### config.mk
export PLATFORM = sky130hd
export DESIGN_NAME = cmb_fabric
export DESIGN_NICKNAME = d
export VERILOG_FILES = /design/src/cmb_pkg.sv /design/src/cmb_fabric.sv
export SDC_FILE = /design/constraint.sdc
export NUM_CORES = 1
export LEC_CHECK = 0
export ABC_AREA = 1
export ABC_CLOCK_PERIOD_IN_PS = 2300
export BUFFER_PORTS_ARGS = -buffer_cell sky130_fd_sc_hd__clkbuf_2
export CAP_MARGIN = 20
export CORE_AREA = 2 2 188 190
export DETAILED_ROUTE_END_ITERATION = 6
export DIE_AREA = 0 0 190 192
export PLACE_DENSITY = 0.71
export REMOVE_ABC_BUFFERS = 1
export SLEW_MARGIN = 20
export SYNTH_ARGS = -nofsm -noshare
export SYNTH_HDL_FRONTEND = slang
export SYNTH_SLANG_ARGS = --single-unit
### constraint.sdc
create_clock -name clk -period 2.3 [get_ports clk]
set_clock_uncertainty 0.2 [all_clocks]
set_input_delay 0.46 -clock clk [delete_from_list [all_inputs] [get_ports clk]]
set_output_delay 0.46 -clock clk [all_outputs]
set_load 0.1 [all_outputs]
### src/cmb_pkg.sv
// Purpose: constants for the core memory bus fabric
// Assumes: one synchronous clock, memories answer one cycle after a request
// Notes: data address ranges are fixed decode windows
package cmb_pkg;
    localparam int PAB_W = 21;
    localparam int XAB_W = 24;
    localparam int WIDE_W = 32;
    localparam int NARROW_W = 16;
    localparam int XAB_MSB = 23;
    // decode windows on the primary data address (word address space)
    localparam logic [XAB_W-1:0] RAM_BASE = 24'h000000;
    localparam logic [XAB_W-1:0] RAM_LAST = 24'h000fff;
    localparam logic [XAB_W-1:0] DFL_BASE = 24'h004000;
    localparam logic [XAB_W-1:0] DFL_LAST = 24'h004fff;
    localparam logic [XAB_W-1:0] PER_BASE = 24'h00f000;
    localparam logic [XAB_W-1:0] PER_LAST = 24'h00ffff;
    localparam logic [WIDE_W-1:0] UNMAPPED_DATA = 32'h00000000;

    typedef enum logic [1:0] {
        CMB_SIZE_BYTE = 2'b00,
        CMB_SIZE_WORD = 2'b01,
        CMB_SIZE_LONG = 2'b10
    } cmb_size_type;

    typedef enum logic [1:0] {
        CMB_TGT_NONE = 2'b00,
        CMB_TGT_RAM = 2'b01,
        CMB_TGT_DFL = 2'b10,
        CMB_TGT_PER = 2'b11
    } cmb_tgt_type;
endpackage

### src/cmb_fabric.sv
// Purpose: route core program, primary and secondary data accesses to memories
// Assumes: all targets sampled on clk, read data valid one cycle after request
// Notes: every output is registered; reads answer two cycles after the request
`timescale 1ns/1ps

module cmb_fabric
    import cmb_pkg::*;
(
    input wire logic clk,
    input wire logic reset_n,
    // core program side
    input wire logic [PAB_W-1:0] program_address_bus,
    input wire logic program_read_req,
    input wire logic program_write_req,
    output logic [NARROW_W-1:0] program_read_bus,
    // core primary data side
    input wire logic [XAB_W-1:0] primary_data_address_bus,
    input wire logic primary_read_req,
    input wire logic primary_write_req,
    input wire logic [1:0] primary_size,
    input wire logic [WIDE_W-1:0] core_write_bus,
    output logic [WIDE_W-1:0] primary_read_bus,
    // core secondary data side
    input wire logic [XAB_W-1:0] secondary_data_address_bus,
    input wire logic secondary_read_req,
    output logic [NARROW_W-1:0] secondary_read_bus,
    // program memory (flash module array and program ram)
    output logic [PAB_W-1:0] pmem_addr,
    output logic pmem_rd,
    output logic pmem_wr,
    output logic [NARROW_W-1:0] pmem_wdata,
    input wire logic [NARROW_W-1:0] pmem_rdata,
    // data ram primary port, 32 bits
    output logic [XAB_W-1:0] dram_addr,
    output logic dram_rd,
    output logic dram_wr,
    output logic [1:0] dram_size,
    output logic [WIDE_W-1:0] dram_wdata,
    input wire logic [WIDE_W-1:0] dram_rdata,
    // data ram secondary port, 16 bits
    output logic [XAB_W-1:0] dram2_addr,
    output logic dram2_rd,
    input wire logic [NARROW_W-1:0] dram2_rdata,
    // data flash array in the flash module, 16 bits
    output logic [XAB_W-1:0] dflash_addr,
    output logic dflash_rd,
    output logic dflash_wr,
    output logic [NARROW_W-1:0] dflash_wdata,
    input wire logic [NARROW_W-1:0] dflash_rdata,
    // peripheral register bus, 16 bits, flash module control included
    output logic [XAB_W-1:0] periph_addr,
    output logic periph_rd,
    output logic periph_wr,
    output logic [NARROW_W-1:0] periph_wdata,
    input wire logic [NARROW_W-1:0] periph_rdata
);

    function automatic cmb_tgt_type decode_target(input logic [XAB_W-1:0] a);
        if (a >= RAM_BASE && a <= RAM_LAST)
            return CMB_TGT_RAM;
        else if (a >= DFL_BASE && a <= DFL_LAST)
            return CMB_TGT_DFL;
        else if (a >= PER_BASE && a <= PER_LAST)
            return CMB_TGT_PER;
        else
            return CMB_TGT_NONE;
    endfunction

    typedef struct packed {
        logic [PAB_W-1:0] pmem_addr;
        logic pmem_rd;
        logic pmem_wr;
        logic [NARROW_W-1:0] pmem_wdata;
        logic [XAB_W-1:0] dram_addr;
        logic dram_rd;
        logic dram_wr;
        logic [1:0] dram_size;
        logic [WIDE_W-1:0] dram_wdata;
        logic [XAB_W-1:0] dram2_addr;
        logic dram2_rd;
        logic [XAB_W-1:0] dflash_addr;
        logic dflash_rd;
        logic dflash_wr;
        logic [NARROW_W-1:0] dflash_wdata;
        logic [XAB_W-1:0] periph_addr;
        logic periph_rd;
        logic periph_wr;
        logic [NARROW_W-1:0] periph_wdata;
        logic prog_pend;
        cmb_tgt_type prim_tgt;
        logic sec_pend;
        logic [NARROW_W-1:0] prog_data;
        logic [WIDE_W-1:0] prim_data;
        logic [NARROW_W-1:0] sec_data;
    } cmb_state_type;

    cmb_state_type st_q;
    cmb_state_type st_d;
    logic [XAB_W-1:0] eff_addr;
    cmb_tgt_type tgt;
    logic prim_act;

    always_comb
    begin
        eff_addr = primary_data_address_bus;
        if (primary_size == CMB_SIZE_BYTE)
            eff_addr[XAB_MSB] = 1'b0;
        tgt = decode_target(eff_addr);
        prim_act = primary_read_req | primary_write_req;
        st_d = st_q;
        // request strobes are single-cycle
        st_d.pmem_rd = 1'b0;
        st_d.pmem_wr = 1'b0;
        st_d.dram_rd = 1'b0;
        st_d.dram_wr = 1'b0;
        st_d.dram2_rd = 1'b0;
        st_d.dflash_rd = 1'b0;
        st_d.dflash_wr = 1'b0;
        st_d.periph_rd = 1'b0;
        st_d.periph_wr = 1'b0;
        // program path
        st_d.prog_pend = program_read_req;
        if (program_read_req | program_write_req)
        begin
            st_d.pmem_addr = program_address_bus;
            st_d.pmem_rd = program_read_req;
            st_d.pmem_wr = program_write_req & ~program_read_req;
            st_d.pmem_wdata = core_write_bus[NARROW_W-1:0];
        end
        // primary path
        st_d.prim_tgt = CMB_TGT_NONE;
        if (prim_act)
        begin
            st_d.prim_tgt = primary_read_req ? tgt : CMB_TGT_NONE;
            case (tgt)
                CMB_TGT_RAM:
                begin
                    st_d.dram_addr = eff_addr;
                    st_d.dram_size = primary_size;
                    st_d.dram_wdata = core_write_bus;
                    st_d.dram_rd = primary_read_req;
                    st_d.dram_wr = primary_write_req & ~primary_read_req;
                end
                CMB_TGT_DFL:
                begin
                    st_d.dflash_addr = eff_addr;
                    st_d.dflash_wdata = core_write_bus[NARROW_W-1:0];
                    st_d.dflash_rd = primary_read_req;
                    st_d.dflash_wr = primary_write_req & ~primary_read_req;
                end
                CMB_TGT_PER:
                begin
                    st_d.periph_addr = eff_addr;
                    st_d.periph_wdata = core_write_bus[NARROW_W-1:0];
                    st_d.periph_rd = primary_read_req;
                    st_d.periph_wr = primary_write_req & ~primary_read_req;
                end
                default:
                begin
                    st_d.prim_tgt = CMB_TGT_NONE;
                end
            endcase
        end
        // secondary path: word reads from data ram only
        st_d.sec_pend = secondary_read_req;
        if (secondary_read_req)
        begin
            st_d.dram2_addr = secondary_data_address_bus;
            st_d.dram2_rd = 1'b1;
        end
        // return data captured the cycle after the request
        if (st_q.prog_pend)
            st_d.prog_data = pmem_rdata;
        if (st_q.sec_pend)
            st_d.sec_data = dram2_rdata;
        case (st_q.prim_tgt)
            CMB_TGT_RAM: st_d.prim_data = dram_rdata;
            CMB_TGT_DFL: st_d.prim_data = {{NARROW_W{1'b0}}, dflash_rdata};
            CMB_TGT_PER: st_d.prim_data = {{NARROW_W{1'b0}}, periph_rdata};
            default: st_d.prim_data = st_q.prim_data;
        endcase
    end

    always_ff @(posedge clk or negedge reset_n)
    begin
        if (!reset_n)
            st_q <= '0;
        else
            st_q <= st_d;
    end

    assign program_read_bus = st_q.prog_data;
    assign primary_read_bus = st_q.prim_data;
    assign secondary_read_bus = st_q.sec_data;
    assign pmem_addr = st_q.pmem_addr;
    assign pmem_rd = st_q.pmem_rd;
    assign pmem_wr = st_q.pmem_wr;
    assign pmem_wdata = st_q.pmem_wdata;
    assign dram_addr = st_q.dram_addr;
    assign dram_rd = st_q.dram_rd;
    assign dram_wr = st_q.dram_wr;
    assign dram_size = st_q.dram_size;
    assign dram_wdata = st_q.dram_wdata;
    assign dram2_addr = st_q.dram2_addr;
    assign dram2_rd = st_q.dram2_rd;
    assign dflash_addr = st_q.dflash_addr;
    assign dflash_rd = st_q.dflash_rd;
    assign dflash_wr = st_q.dflash_wr;
    assign dflash_wdata = st_q.dflash_wdata;
    assign periph_addr = st_q.periph_addr;
    assign periph_rd = st_q.periph_rd;
    assign periph_wr = st_q.periph_wr;
    assign periph_wdata = st_q.periph_wdata;

    chk_prog_read_addr: assert property (@(posedge clk) disable iff (!reset_n)
        program_read_req |=> pmem_rd && pmem_addr == $past(program_address_bus))
        else $error("program read not forwarded");
    chk_prog_write_low: assert property (@(posedge clk) disable iff (!reset_n)
        program_write_req && !program_read_req
        |=> pmem_wr && pmem_wdata == $past(core_write_bus[NARROW_W-1:0]))
        else $error("program write data wrong");
    chk_ram_route: assert property (@(posedge clk) disable iff (!reset_n)
        primary_read_req && tgt == CMB_TGT_RAM
        |=> dram_rd ##1 primary_read_bus == $past(dram_rdata))
        else $error("ram read not returned");
    chk_periph_route: assert property (@(posedge clk) disable iff (!reset_n)
        prim_act && tgt == CMB_TGT_PER |=> !dram_rd && !dram_wr && (periph_rd || periph_wr))
        else $error("peripheral access misrouted");
    chk_second_read: assert property (@(posedge clk) disable iff (!reset_n)
        secondary_read_req |=> dram2_rd ##1 secondary_read_bus == $past(dram2_rdata))
        else $error("secondary read not returned");
    // antecedent decodes the cleared address itself so a missing clear shows up as no ram strobe
    chk_byte_msb: assert property (@(posedge clk) disable iff (!reset_n)
        prim_act && primary_size == CMB_SIZE_BYTE
        && decode_target({1'b0, primary_data_address_bus[XAB_MSB-1:0]}) == CMB_TGT_RAM
        |=> (dram_rd || dram_wr)
        && dram_addr == {1'b0, $past(primary_data_address_bus[XAB_MSB-1:0])})
        else $error("byte address top bit not cleared");
    chk_periph_nowait: assert property (@(posedge clk) disable iff (!reset_n)
        primary_read_req && tgt == CMB_TGT_PER
        |=> periph_rd ##1 primary_read_bus == {{NARROW_W{1'b0}}, $past(periph_rdata)})
        else $error("peripheral read delayed");
    chk_periph_wdata: assert property (@(posedge clk) disable iff (!reset_n)
        primary_write_req && !primary_read_req && tgt == CMB_TGT_PER
        |=> periph_wr && periph_wdata == $past(core_write_bus[NARROW_W-1:0]))
        else $error("peripheral write data wrong");
    chk_ram_wide: assert property (@(posedge clk) disable iff (!reset_n)
        primary_write_req && !primary_read_req && tgt == CMB_TGT_RAM
        |=> dram_wr && dram_wdata == $past(core_write_bus))
        else $error("ram write data not full width");
    chk_flash_direct: assert property (@(posedge clk) disable iff (!reset_n)
        primary_read_req && tgt == CMB_TGT_DFL |=> dflash_rd && !periph_rd)
        else $error("flash array read misrouted");
    chk_unmapped_none: assert property (@(posedge clk) disable iff (!reset_n)
        prim_act && tgt == CMB_TGT_NONE |=> !dram_rd && !dflash_rd && !periph_rd && !periph_wr)
        else $error("unmapped access reached a target");

endmodule

[Word-level counts from Yosys, hierarchy flattened]
Cells that the tools add are included.
Operators by class
  order comparisons: 6
  equality and inequality tests: 6
  multiplexer cells: 15
  bitwise logic cells: 6
  reductions and logical operators: 9
Operator list (number)
  case mux 32 bit (3 select lines): 1
  two-way mux 36 bit: 2
  two-way mux 60 bit: 1
  two-way mux 42 bit: 1
  two-way mux 18 bit: 2
  greater-or-equal comparator 24 x 1 -> 1 bit, second input constant: 1
  greater-or-equal comparator 24 x 15 -> 1 bit, second input constant: 1
  greater-or-equal comparator 24 x 16 -> 1 bit, second input constant: 1
  <= comparator 24 x 12 -> 1 bit, second input constant: 1
  <= comparator 24 x 15 -> 1 bit, second input constant: 1
  <= comparator 24 x 16 -> 1 bit, second input constant: 1
  two-way mux 2 bit: 6
  == test 2 bit, second input constant: 4
  AND reduction 2 bit: 3
  == test 2 x 1 -> 1 bit, second input constant: 2
  logical AND 1 bit: 3
  nonzero test 3 bit: 1
  OR reduction 3 bit: 1
  AND 1 bit: 2
  logical NOT 2 bit: 1
  two-way mux 1 bit: 2
  inverter 1 bit: 2
  bitwise OR 1 bit: 2
Word-level totals
  bits in registers: 276
  input bits: 206
  output and inout port bits: 272

[Logic depth before layout (Yosys ltp)]
  depth after elaboration: 11
  gate-level depth with buffers: 9

[Least setup slack after synthesis]
OpenSTA, ideal clock, no wires.
  path type: register -> register
  from: register, netlist name dram2_rd
  to: register st_q, in the netlist secondary_read_bus[10]
  arrival time: 1810 ps
  required time: 1975 ps
  setup slack: 165 ps
  stages on the path, launching flop included: 4
  path buffers: 2
  clock period less this slack: 2135 ps
  path through: dfrtp_1 > clkbuf_1 > buf_2 > mux2_2
RTL lines
  to (signal assigned): line cmb_fabric.sv:189  | st_q <= st_d;
  to (decl): line cmb_fabric.sv:97  | cmb_state_type st_q;

[Worst setup path after layout]
  from: register st_q[65] (netlist name)
  to: register st_q, in the netlist primary_read_bus[12]
On the way
  longest elaborated chain between the ends: 2
  elaborated cells between the ends (all ways): 5
  those cells by class: 3 x eq/ne; 1 x mux; 1 x reduce/logical
RTL lines
  == test 2 bit / == test 2 x 1 -> 1 bit (equally long branches): line cmb_fabric.sv:176  | case (st_q.prim_tgt)
  case mux 32 bit (3 select lines) / nonzero test 3 bit (equally long branches)
Parallel ways exist; a longest one is shown, timed or not.
A chain may end at the register's enable or synchronous reset.

==> results.md <==
* Endpoint class of the critical path: register
* Final setup fails at 0
* Global-route wire length before repair at between 50000 and 60000 um
* Post-synth cell types at 27
* CTS tree: done
* Met3 usage at between 4 and 5%
* Crit Path Category: reg2reg
* Final hold slack at about 0.084 ns
* MaxCap Viol Count at 0
* Layout net count at around 1.8k
* Critical path arrival at 2.42 ns
* Grt met2 use at approximately a third
* Most frequent cells in the layout: clkbuf_2, nand2_1, dfrtp_1
* Clock power share at between 40 and 50%
* H-tree depth at 1
* Ports at approximately 480
* Register clock-pin slew on the reported worst setup and hold paths at 0.06 ns
* Final wirelength at about 37000 um
* Period utilisation layout at roughly 95%
* Grt ovf at 0
* Pre-CTS setup slack at 0.197 ns
* CP Data Required Time at 2.54 ns
* Sink Count at approximately 280
* Vias in the first global route at 10.4k
* Worst Hold Class: in2reg
* Power share of the sequential group at between 40% and 50%
* ANT nets after route at 0
* Yosys reg bits at between 200 and 300
* CTS Root Buffer Type: clkbuf_16
* Max Clk Rate at between 400 and 500 MHz
* Post-synthesis cell count at around 1.2k
* Most common cell after layout, fill and taps aside: clkbuf_2
* Combinational fraction of design power at just under 20%
* Area growth from synthesis to layout at 30.8%
* Vert. Die Dim at between 150 and 200 um
* Die W at around 190 um
* RSZ-0062 raised after global routing: false
* Outcome: complete, no violations
* Tot GR Track Use at around 20%
* Clk_lat worst skew at between 0.5 and 0.6 ns
* Max-slew headroom at about 56%
* Slew @ Worst Pin at 0.658 ns
* DP HPWL at approximately 25000 um
* GRT met1 Usage at between 20% and 30%
* Residual DRC at 0
* Power per cell area at between 700 and 800 mW/mm2
* Routed vias at just under 10k
* DR iter-0 viols at ~430
* Reg area at between 0.006 and 0.007 mm2
* Startpoint types: register
* Core area at between 0.03 and 0.04 mm2
* Busiest grt layer: met2
* Diodes inserted at 0
* Cells along the critical path: buf_4, or2_1, buf_8, nor2_1, a41oi_1, dlygate4sd3_1
* Final hold viol count at 0
* Post-CTS setup buffer count at 0
* Max incr delay on CP at 0.58 ns
* Crit path max fanout at 48
* Clk buf depth at 3
* Sw frac at between 30% and 40%
* Global placer's final weighted congestion at around 0.82
* Area of the multi-input gates at approximately 0.0033 mm2
* Cts bufs inserted at 30
* Peak supply drop at 0.657 mV
* Mapped cell area at ~0.013 mm2
* Average cell area after synthesis at between 10 and 15 um2
* NetSw at roughly 4.0 mW
* Layout cell share with drive strength beyond 1 at 39.8%
* WL per Instance at 17.5 um
* Worst path slowest cell: dlygate4sd3_1
* Share of the yosys chip area belonging to registers at between 50% and 60%
* Port bufs at about 480
* Leak at roughly 9 nW
* Drt first pass iters at 5
* Power Internal at 8.82 mW
* Vias per inst at 4.64
* Largest net degree at the start of global routing at 66
* Antenna violations before repair at 0
* Fin crit period at approximately 2.2 ns
* Final WS setup at roughly 0.12 ns
* Die Area at 0.0365 mm2
* Yosys Warn Count at 0
* Final Max Tran Viols at 0
* Rows at 68
* Initial Utilization at between 30% and 40%
* Fill cells at between 2k and 3k
## synthesized netlist by cell type
cell      number  area [um2]
inv_1         63         236
nor2_2         3        18.8
nor2_8         1        20.0
buf_2         29         145
a41oi_1       16         140
nand2_1      342        1280
buf_4        264        1980
buf_6          5        56.3
o21ai_2        1        8.76
mux2_2        93        1050
o21ai_0       16        80.1
nand3_1       48         240
nand2_2        1        6.26
dfrtp_1      275        6880
nand4_1       30         188
nor3b_2        1        12.5
or2_1          2        12.5
inv_2          2        7.51
nand3b_1       1        7.51
nor3_1         1        5.00
nand3_4        1        17.5
a21oi_1        2        10.0
clkbuf_1      19        71.3
buf_1          2        7.51
nand3_2        1        10.0
nor2_1        29         109
nor2_4         1        11.3
## worst paths after layout
check	start	to	slack, ns	depth (start not counted)
max in group asynchronous	reset_n	program_read_bus[13]	1.02	3
worst min register to register	dflash_addr[14]	dflash_addr[14]	0.26	2
worst max register to register	st_q[65]	primary_read_bus[12]	0.12	6
worst min-delay path	primary_data_address_bus[6]	dram_addr[6]	0.08	3
worst max-delay path	st_q[65]	primary_read_bus[12]	0.12	6
min in group asynchronous	reset_n	dflash_addr[16]	0.20	2
## power by group through the flow
| stage | clock, mW | sequential [mW] | combinational (mW) |
|---|---|---|---|
| after detailed placement | 0 | 5.22 | 2.26 |
| after CTS | 5.25 | 5.14 | 2.50 |
| final | 5.16 | 5.14 | 2.50 |
| after global routing | 5.50 | 5.16 | 2.59 |
| after floorplan | 0 | 6.60 | 0.235 |
| after global placement | 0 | 5.21 | 2.25 |
## through the flow
step / instance area, um2 / util (%) / total power [mW] / TNS, ns / cells
global placement: 13700 / 39.9 / 7.46 / 0 / 1888
floorplan: 10400 / - / 6.83 / -85.16 / 930
CTS: 16500 / 48.1 / 12.9 / 0 / 2117
detailed placement: 13700 / 39.9 / 7.49 / 0 / 1888
global route: 16500 / 48.1 / 13.3 / 0 / 2117
finish: 16500 / 48.1 / 12.8 / 0 / 2117
## what timing repair did
item | 4_1_cts | 5_1_grt
hold buffers | 175 | 0
hold endpoints to repair | 359 | 0
resized for setup | 0 | 3
setup endpoints to repair | 0 | 16
## registers in the layout, indices dropped and copies added, names as in the netlist, 2 cells and up
name,flops
periph_wdata,16
program_read_bus,16
dram2_addr,24
dflash_addr,24
dflash_wdata,16
dram_addr,24
st_q,3
dram_size,2
pmem_addr,21
periph_addr,24
secondary_read_bus,16
dram_wdata,32
primary_read_bus,32
pmem_wdata,16
## cells by family after synthesis
kind of cell    count (synthesis)  share of synthesized area, %
flops                         275                          54.5
mux                            93                          8.30
simple gates                  462                          15.4
compound gates                 35                          1.89
buf+inv                       384                          19.9
## metal layers
| layer | vias to the layer above | part of all wire, % |
|---|---|---|
| li1 | 4473 | - |
| met1 | 4749 | 38 |
| met2 | 462 | 51 |
| met3 | 129 | 7.0 |
| met4 | 0 | 4.8 |
| met5 | - | 0 |
## cell type report
cell class	instances	share of cell area [%]
multi-input combinational	590	19.7
sequential	275	41.7
tap	455	3.45
clock inverter	13	1.24
inverter	65	1.48
clock buffer	41	5.23
timing repair buffer	678	27.1
## worst max-delay path, delay by kind of cell (launching register included)
kind,cells,cell delay [ns]
flip-flops,1,0.39
AO/OA/AOI/OAI,1,0.07
AND/OR/NAND/NOR,2,0.41
buffers and inverters,3,0.99
Note: power is estimated with default switching activity, not from simulation.
